===== src/sgps_pkg.sv =====
// Purpose: Shared constants and types for the switchgear position supervisor.
// Assumes: One 25 MHz system clock; all timer limits are given in clock ticks.
// Notes: Position codes and contact modes are shared with the surrounding logic.
package sgps_pkg;

  // Timer width; limits and counters use it.
  localparam int CNT_W = 16;

  // Two-bit position codes.
  localparam logic [1:0] POS_INDET = 2'h0;
  localparam logic [1:0] POS_OPEN = 2'h1;
  localparam logic [1:0] POS_CLOSED = 2'h2;
  localparam logic [1:0] POS_DISTURB = 2'h3;

  // Contact wiring modes on cfg_mode_i.
  localparam logic [1:0] MODE_BOTH = 2'h0;
  localparam logic [1:0] MODE_CLOSE_ONLY = 2'h1;
  localparam logic [1:0] MODE_OPEN_ONLY = 2'h2;

  // Values after reset.
  localparam logic [1:0] RST_CODE = 2'h0;
  localparam logic [CNT_W-1:0] RST_CNT = 16'h0000;

  // Bit positions of the two contacts inside the synchroniser words.
  localparam int BIT_CLOSE = 1;
  localparam int BIT_OPEN = 0;

  // Smallest timer load; a zero travel limit still gives one tick.
  localparam logic [CNT_W-1:0] MIN_LOAD = 16'h0001;

  typedef enum logic [1:0] {
    ST_IDLE,
    ST_MOVE,
    ST_SETTLE
  } sgps_state_t;

endpackage


===== src/sgps_supervisor.sv =====
// Purpose: Validates switchgear position from auxiliary contacts and supervises commands.
// Assumes: Contact inputs are asynchronous pins; commands and settings are on sys_clk_i.
// Notes: All indications are registered; the position code follows the contacts by three clocks.
`timescale 1ns/100ps
module sgps_supervisor (
  // Clock and reset.
  input wire logic sys_clk_i,
  input wire logic rst_n_i,
  // Auxiliary contacts from the switchgear.
  input wire logic aux_close_i,
  input wire logic aux_open_i,
  // Configuration.
  input wire logic [1:0] cfg_mode_i,
  input wire logic cfg_close_present_i,
  input wire logic cfg_open_present_i,
  input wire logic [sgps_pkg::CNT_W-1:0] move_on_limit_i,
  input wire logic [sgps_pkg::CNT_W-1:0] move_off_limit_i,
  input wire logic [sgps_pkg::CNT_W-1:0] settle_limit_i,
  // Commands.
  input wire logic cmd_close_i,
  input wire logic cmd_open_i,
  // Drive outputs to the command relays.
  output logic drive_close_o,
  output logic drive_open_o,
  // Validated position indications.
  output logic pos_on_o,
  output logic pos_off_o,
  output logic pos_indeterm_o,
  output logic pos_disturb_o,
  output logic [1:0] pos_code_o,
  output logic one_contact_flag_o,
  output logic command_success_o
);

  typedef struct packed {
    sgps_pkg::sgps_state_t state;
    logic [sgps_pkg::CNT_W-1:0] cnt;
    logic [sgps_pkg::CNT_W-1:0] drv_len;
    logic dir_close;
    logic superv;
    logic fail;
    logic assumed;
    logic [1:0] sync1;
    logic [1:0] sync2;
    logic [1:0] raw_prev;
    logic [1:0] code;
    logic on;
    logic off;
    logic ind;
    logic dis;
    logic succ;
    logic drv_c;
    logic drv_o;
    logic one;
  } sgps_regs_t;

  sgps_regs_t s_q;
  sgps_regs_t s_d;

  // A zero limit would wrap to a 65536-tick count, so it is stretched to one tick.
  function automatic logic [sgps_pkg::CNT_W-1:0] sgps_load(
    input logic [sgps_pkg::CNT_W-1:0] lim
  );
    sgps_load = (lim == sgps_pkg::RST_CNT) ? sgps_pkg::MIN_LOAD : lim;
  endfunction

  logic close_v;
  logic open_v;
  logic need_c;
  logic need_o;
  logic unassigned;
  logic transit;
  logic [1:0] raw;
  logic [1:0] target;
  logic single;

  always_comb
  begin
    s_d = s_q;
    // Second stage only feeds logic; the first stage is read by nothing else.
    s_d.sync1 = {aux_close_i, aux_open_i};
    s_d.sync2 = s_q.sync1;
    close_v = s_q.sync2[sgps_pkg::BIT_CLOSE];
    open_v = s_q.sync2[sgps_pkg::BIT_OPEN];
    single = (cfg_mode_i != sgps_pkg::MODE_BOTH);
    need_c = (cfg_mode_i != sgps_pkg::MODE_OPEN_ONLY);
    need_o = (cfg_mode_i != sgps_pkg::MODE_CLOSE_ONLY);
    unassigned = (need_c && !cfg_close_present_i) || (need_o && !cfg_open_present_i)
                 || (cfg_mode_i == 2'h3);
    // Raw position from the contacts alone.
    if (cfg_mode_i == sgps_pkg::MODE_BOTH)
    begin
      if (close_v != open_v)
      begin
        raw = close_v ? sgps_pkg::POS_CLOSED : sgps_pkg::POS_OPEN;
      end
      else
      begin
        raw = sgps_pkg::POS_DISTURB;
      end
    end
    else if (cfg_mode_i == sgps_pkg::MODE_CLOSE_ONLY)
    begin
      raw = close_v ? sgps_pkg::POS_CLOSED : sgps_pkg::POS_OPEN;
    end
    else
    begin
      raw = open_v ? sgps_pkg::POS_OPEN : sgps_pkg::POS_CLOSED;
    end
    target = s_q.dir_close ? sgps_pkg::POS_CLOSED : sgps_pkg::POS_OPEN;
    s_d.raw_prev = raw;
    s_d.succ = 1'b0;
    // A held failure or assumed end position lasts until the contacts move or a new command is taken.
    if (raw != s_q.raw_prev)
    begin
      s_d.fail = 1'b0;
      s_d.assumed = 1'b0;
    end
    case (s_q.state)
      sgps_pkg::ST_IDLE:
      begin
        // Open wins over close; a command to the present position is dropped.
        if (!unassigned && cmd_open_i && raw != sgps_pkg::POS_OPEN)
        begin
          s_d.state = sgps_pkg::ST_MOVE;
          s_d.dir_close = 1'b0;
          s_d.cnt = sgps_load(move_off_limit_i);
          s_d.superv = (cfg_mode_i != sgps_pkg::MODE_CLOSE_ONLY);
          s_d.fail = 1'b0;
          s_d.assumed = 1'b0;
        end
        else if (!unassigned && cmd_close_i && raw != sgps_pkg::POS_CLOSED)
        begin
          s_d.state = sgps_pkg::ST_MOVE;
          s_d.dir_close = 1'b1;
          s_d.cnt = sgps_load(move_on_limit_i);
          s_d.superv = (cfg_mode_i != sgps_pkg::MODE_OPEN_ONLY);
          s_d.fail = 1'b0;
          s_d.assumed = 1'b0;
        end
      end
      sgps_pkg::ST_MOVE:
      begin
        if (raw == target)
        begin
          // Arrival ends the drive early and reports success when the move is supervised.
          s_d.state = sgps_pkg::ST_IDLE;
          s_d.succ = s_q.superv;
        end
        else if (s_q.cnt == sgps_pkg::MIN_LOAD)
        begin
          s_d.state = sgps_pkg::ST_IDLE;
          if (s_q.superv && single && settle_limit_i != sgps_pkg::RST_CNT)
          begin
            s_d.state = sgps_pkg::ST_SETTLE;
            s_d.cnt = settle_limit_i;
          end
          else if (s_q.superv)
          begin
            s_d.fail = 1'b1;
          end
        end
        else
        begin
          s_d.cnt = s_q.cnt - sgps_pkg::MIN_LOAD;
        end
      end
      sgps_pkg::ST_SETTLE:
      begin
        if (s_q.cnt == sgps_pkg::MIN_LOAD)
        begin
          s_d.state = sgps_pkg::ST_IDLE;
          s_d.assumed = 1'b1;
        end
        else
        begin
          s_d.cnt = s_q.cnt - sgps_pkg::MIN_LOAD;
        end
      end
      default:
      begin
        s_d.state = sgps_pkg::ST_IDLE;
      end
    endcase
    // Indications follow the next state so that they line up with the drives.
    transit = (s_d.state == sgps_pkg::ST_MOVE && s_d.superv)
              || (s_d.state == sgps_pkg::ST_SETTLE);
    if (unassigned)
    begin
      s_d.code = sgps_pkg::POS_DISTURB;
    end
    else if (transit)
    begin
      s_d.code = sgps_pkg::POS_INDET;
    end
    else if (s_d.fail)
    begin
      s_d.code = sgps_pkg::POS_DISTURB;
    end
    else if (s_d.assumed)
    begin
      s_d.code = s_d.dir_close ? sgps_pkg::POS_CLOSED : sgps_pkg::POS_OPEN;
    end
    else
    begin
      s_d.code = raw;
    end
    s_d.ind = transit && !unassigned;
    s_d.on = (s_d.code == sgps_pkg::POS_CLOSED);
    s_d.off = (s_d.code == sgps_pkg::POS_OPEN);
    s_d.dis = (s_d.code == sgps_pkg::POS_DISTURB);
    s_d.drv_c = (s_d.state == sgps_pkg::ST_MOVE) && s_d.dir_close;
    s_d.drv_o = (s_d.state == sgps_pkg::ST_MOVE) && !s_d.dir_close;
    s_d.one = single;
    s_d.drv_len = (s_d.drv_c || s_d.drv_o) ? s_q.drv_len + sgps_pkg::MIN_LOAD : sgps_pkg::RST_CNT;
    if (!rst_n_i)
    begin
      s_d = '0;
      s_d.state = sgps_pkg::ST_IDLE;
      s_d.code = sgps_pkg::RST_CODE;
      s_d.cnt = sgps_pkg::RST_CNT;
    end
  end

  always_ff @(posedge sys_clk_i)
  begin
    s_q <= s_d;
  end

  assign drive_close_o = s_q.drv_c;
  assign drive_open_o = s_q.drv_o;
  assign pos_on_o = s_q.on;
  assign pos_off_o = s_q.off;
  assign pos_indeterm_o = s_q.ind;
  assign pos_disturb_o = s_q.dis;
  assign pos_code_o = s_q.code;
  assign one_contact_flag_o = s_q.one;
  assign command_success_o = s_q.succ;

  // Checks on the indications and drives.
  property p_code_closed;
    @(posedge sys_clk_i) disable iff (!rst_n_i)
    pos_on_o |-> (pos_code_o == 2'h2) && !pos_off_o && !pos_indeterm_o && !pos_disturb_o;
  endproperty
  a_code_closed: assert property (p_code_closed) else $error("closed code mismatch");

  property p_code_disturb;
    @(posedge sys_clk_i) disable iff (!rst_n_i)
    pos_disturb_o == (pos_code_o == 2'h3);
  endproperty
  a_code_disturb: assert property (p_code_disturb) else $error("disturb code mismatch");

  property p_transit_only;
    @(posedge sys_clk_i) disable iff (!rst_n_i)
    pos_indeterm_o |-> (pos_code_o == 2'h0) && !pos_on_o && !pos_off_o && !pos_disturb_o;
  endproperty
  a_transit_only: assert property (p_transit_only) else $error("transit not exclusive");

  property p_one_flag;
    @(posedge sys_clk_i) disable iff (!rst_n_i)
    ##1 one_contact_flag_o == ($past(cfg_mode_i) != 2'h0);
  endproperty
  a_one_flag: assert property (p_one_flag) else $error("one-contact flag wrong");

  property p_close_start;
    @(posedge sys_clk_i) disable iff (!rst_n_i)
    $rose(drive_close_o) && cfg_mode_i != 2'h2 |-> pos_indeterm_o;
  endproperty
  a_close_start: assert property (p_close_start) else $error("no transit on close");

  property p_success_pos;
    @(posedge sys_clk_i) disable iff (!rst_n_i)
    command_success_o |-> (pos_on_o || pos_off_o) && !drive_close_o && !drive_open_o;
  endproperty
  a_success_pos: assert property (p_success_pos) else $error("success without end position");

  property p_drive_len;
    @(posedge sys_clk_i) disable iff (!rst_n_i)
    (drive_close_o && $stable(move_on_limit_i)) |-> s_q.drv_len <= sgps_load(move_on_limit_i);
  endproperty
  a_drive_len: assert property (p_drive_len) else $error("close drive too long");

  property p_drive_excl;
    @(posedge sys_clk_i) disable iff (!rst_n_i)
    !(drive_close_o && drive_open_o) && !(pos_on_o && pos_off_o);
  endproperty
  a_drive_excl: assert property (p_drive_excl) else $error("conflicting outputs");

  property p_unassigned;
    @(posedge sys_clk_i) disable iff (!rst_n_i)
    (cfg_mode_i == 2'h1 && !cfg_close_present_i)[*2] |-> pos_code_o == 2'h3;
  endproperty
  a_unassigned: assert property (p_unassigned) else $error("missing close input not disturbed");

  property p_unassigned_open;
    @(posedge sys_clk_i) disable iff (!rst_n_i)
    (cfg_mode_i == 2'h2 && !cfg_open_present_i)[*2] |-> pos_code_o == 2'h3;
  endproperty
  a_unassigned_open: assert property (p_unassigned_open) else $error("missing open input");

endmodule


===== config.mk =====
export PLATFORM = sky130hd
export DESIGN_NAME = sgps_supervisor
export DESIGN_NICKNAME = d
export VERILOG_FILES = /design/src/sgps_pkg.sv /design/src/sgps_supervisor.sv
export SDC_FILE = /design/constraint.sdc
export NUM_CORES = 1
export LEC_CHECK = 0
export BUFFER_PORTS_ARGS = -buffer_cell sky130_fd_sc_hd__buf_2
export CAP_MARGIN = 5
export CORE_MARGIN = 3
export CORE_UTILIZATION = 45
export DETAILED_ROUTE_END_ITERATION = 10
export PLACE_DENSITY = 0.7
export SLEW_MARGIN = 10
export SYNTH_ARGS = -nofsm -noshare
export SYNTH_HDL_FRONTEND = slang
export SYNTH_SLANG_ARGS = --single-unit

===== constraint.sdc =====
create_clock -name sys_clk_i -period 7.2 [get_ports sys_clk_i]
set_clock_uncertainty 0.2 [all_clocks]
set_input_delay 2.16 -clock sys_clk_i [delete_from_list [all_inputs] [get_ports sys_clk_i]]
set_output_delay 2.16 -clock sys_clk_i [all_outputs]
set_load 0.01 [all_outputs]

==> results.tsv <==
stage	metric	value	unit
outcome	status	complete, no violations	
setup_path	Worst Setup EP	s_q[39]$_SDFFE_PN0P_	
setup_path	Crit. End Element	flip-flop	
sta	minimum hold slack	0.2391	ns
power_and_ir_drop	Design Power	0.6752	mW
power_and_ir_drop	pwr dens	220.4	mW/mm^2
global_route	initial antenna violation count	0	
logic_synthesis	Net Count, Synth	400	
route	DRT iter0 DRCs	253	
sta	fmax	0.2012	GHz
power_and_ir_drop	Lkg Pwr	1.258	nW
setup_path	critical path's slowest cell	nand3_1	
logic_synthesis	Ys Warns	0	
setup_path	CP dominant cell by count	a21oi_1	
global_route	grt total ovfl	0	
sta	Pins Over Slew Limit	0	
placement	Final HPWL DP	5668	um
sta	Fin Setup TNS	0	ns
setup_path	worst endpoint required time	7.23	ns
route	vias per cell	6.102	
global_route	global-route wire length before repair	11810	um
route	DR WL/cell	16.56	um
power_and_ir_drop	Max rail drop VDD	0.1073	mV
route	antenna-violating nets left	0	
cells_and_area	n_diodes	0	
floorplan	die width	81.83	um
setup_path	reg2reg start	s_q[36]$_SDFFE_PN0P_	
global_route	number of global-route vias before repair	2497	
setup_path	Worst setup startpoint	cfg_mode_i[1]	
floorplan	die height	81.83	um
logic_synthesis	Mapped Cells	336	
global_route	GRT Util Overall	22.98	%
placement	IO buf count	67	
setup_path	Reg2Reg Setup Slack	3.64	ns
sta	fin crit share	69.02	%
setup_path	FF-to-FF path depth	9	
logic_synthesis	Synth Flop Type	dfxtp_1	
floorplan	# IOs	68	
cts	Clk Tree Root Cell	clkbuf_8	
placement	GP Congestion	0.9165	
route	wirelength, routed	7601	um
setup_path	CP Class	primary input to flip-flop	
hold_path	Hold Startpoint	s_q[15]$_SDFF_PN0_	
job	# Max-Cap Violations	0	
logic_synthesis	async set-reset flop share out of synthesis	0	%
sta	post-route setup slack	2.231	ns
route	DRC Markers	0	
cts	Setup Buffers After CTS	0	
floorplan	Total Die Area	0.006696	mm^2
cts	CTS sink cnt	38	
sta	post-layout minimum cycle time	4.969	ns
cts	Worst-path clk slew	0.08	ns
sta	Worst slew margin	22.52	%
logic_synthesis	post-synth cell types	57	
setup_path	R2R Path End	s_q[51]$_SDFFE_PN0P_	
floorplan	core area	0.005335	mm^2
cts	number of CTS-inserted buffers	5	
floorplan	Rows	26	
sta	Hold Fails Final Rpt	0	
route	vias post-DR	2801	
cts	CTS tree	yes	
cts	hold_buf cts	0	
setup_path	CP Cell Sequence	buf_2 > o22ai_1 > a21oi_1 > nand2_1 > a21oi_1 > nand3_1 > a311oi_1 > a21oi_1 > nor2_1	
global_route	largest net degree at the start of global routing	33	
setup_path	Worst EP arrival	5.00	ns
cts	Max Root-Sink Buffers	2	
cts	post_cts resized	0	
route	drt first pass iters	4	
logic_synthesis	post-synthesis register bit count	38	
placement	dpl ws	2.034	ns
floorplan	Starting Density	48.50	%
cells_and_area	synth-to-layout area growth	18.38	%
setup_path	CP max stage delay	0.79	ns
hold_path	Hold Path Class	flip-flop to flip-flop	
cells_and_area	layout cells sized above 1	21.59	%
logic_synthesis	Post-synth EDFFs	0	
sta	RSZ-0062 raised after global routing	false	
cts	htree depth	2	
setup_path	nature of the critical path startpoint	primary input	
sta	final setup violation count	0	
cells_and_area	final net count	452	
sta	Worst-Margin Slew	1.159	ns
setup_path	CP Max Fanout	32	
logic_synthesis	synthesized cell area	0.002587	mm^2
cts	worst skew pair latency	0.30	ns
logic_synthesis	average size of a mapped cell	7.701	um^2
logic_synthesis	sequential fraction of the synthesis area	29.40	%
-- kinds of logic (layout without fill, tap and decap cells) --
logic type,count (synthesis),after routing,synth area share (%)
flops,38,38,29.40
compound gates,92,92,26.31
mux,3,3,1.161
buf+inv,37,90,5.802
fa+ha+maj,6,6,2.901
simple gates,145,145,29.35
xor+xnor,15,15,5.078
-- Yosys cell counts (4+ instances only) --
| master | count | area (um^2) |
|---|---|---|
| a21o_1 | 5 | 37.54 |
| a21oi_1 | 22 | 110.1 |
| a221oi_1 | 15 | 131.4 |
| a22oi_1 | 5 | 37.54 |
| a311oi_1 | 7 | 61.31 |
| and2_1 | 12 | 75.07 |
| and3_1 | 5 | 31.28 |
| clkbuf_1 | 17 | 63.81 |
| dfxtp_1 | 38 | 760.7 |
| ha_1 | 6 | 75.07 |
| inv_1 | 14 | 52.55 |
| nand2_1 | 35 | 131.4 |
| nand2b_1 | 4 | 25.02 |
| nand3_1 | 5 | 25.02 |
| nor2_1 | 36 | 135.1 |
| nor3_1 | 5 | 25.02 |
| nor4_1 | 17 | 106.4 |
| o211ai_1 | 4 | 30.03 |
| o21ai_0 | 8 | 40.04 |
| or4_1 | 4 | 30.03 |
| xnor2_1 | 7 | 61.31 |
| xor2_1 | 8 | 70.07 |
-- metal layers --
metal	global-route usage, %	vias up	share of wire, %
li1	-	1355	-
met4	6.478	0	1.2
met5	0	-	0
met1	32.80	1318	47
met3	4.715	10	8.2
met2	34.89	118	44
-- per-stage QoR --
step | instance area (um^2) | cells | util (%)
after floorplan | 2587 | 336 | -
after global placement | 2920 | 451 | 54.74
after detailed placement | 2920 | 451 | 54.74
after CTS | 3063 | 459 | 57.41
after global routing | 3063 | 459 | 57.41
final | 3063 | 459 | 57.41
-- worst min-delay path by stage --
stage	endpoint	slack (ns)	cells past startpoint
2_1_floorplan	close_v$_SDFF_PN0_	0.21	1
3_3_place_gp	close_v$_SDFF_PN0_	0.21	1
3_5_place_dp	close_v$_SDFF_PN0_	0.22	1
4_1_cts	close_v$_SDFF_PN0_	0.24	1
5_1_grt	close_v$_SDFF_PN0_	0.26	1
6_report	close_v$_SDFF_PN0_	0.24	1
-- worst max-delay path, delay by kind of cell --
family	cells	cell delay, ns
buffers and inverters	1	0.26
and+or+nand+nor	3	1.07
AOI/OAI and AO/OA	5	1.49
-- flip-flops by register name (all words and copies together), names as in the netlist --
signal,count
s_q,26
pos_disturb_o,1
pos_code_o,2
close_v,1
one_contact_flag_o,1
pos_off_o,1
drive_open_o,1
command_success_o,1
pos_indeterm_o,1
pos_on_o,1
drive_close_o,1
open_v,1
-- report_power, final --
| group | total (mW) | internal (mW) | switching (mW) |
|---|---|---|---|
| sequential | 0.240 | 0.225 | 0.0145 |
| combinational | 0.208 | 0.0866 | 0.121 |
| clock | 0.228 | 0.148 | 0.0800 |
| total | 0.675 | 0.459 | 0.216 |
-- layout by cell type, fill, tap and decap left out, drive strengths merged, types with 3 or more instances in the layout --
cell type / netlist / routed
and3: 5 / 5
nor3b: 3 / 3
mux2i: 3 / 3
a21o: 5 / 5
and4: 3 / 3
clkbuf: 17 / 6
nand3: 5 / 5
nor2: 36 / 36
nand4: 3 / 3
a221oi: 15 / 15
o22ai: 3 / 3
a211oi: 3 / 3
nor3: 5 / 5
a21oi: 23 / 23
buf: 6 / 68
nand2b: 4 / 4
ha: 6 / 6
nor4: 18 / 18
xor2: 8 / 8
inv: 14 / 14
nand3b: 3 / 3
and2: 12 / 12
nor2b: 3 / 3
o211ai: 4 / 4
dfxtp: 38 / 38
a22oi: 5 / 5
or4: 5 / 5
nand2: 35 / 35
a311oi: 7 / 7
xnor2: 7 / 7
o21ai: 8 / 8
-- layout make-up --
cell class / instances / area (um^2)
multi-input combinational: 261 / 1677
timing repair buffer: 68 / 342.8
tap: 70 / 87.58
inverter: 14 / 52.55
clock inverter: 2 / 60.06
clock buffer: 6 / 82.58
sequential: 38 / 760.7
fill: 518 / 2272
(Power assumes the default switching activity.)
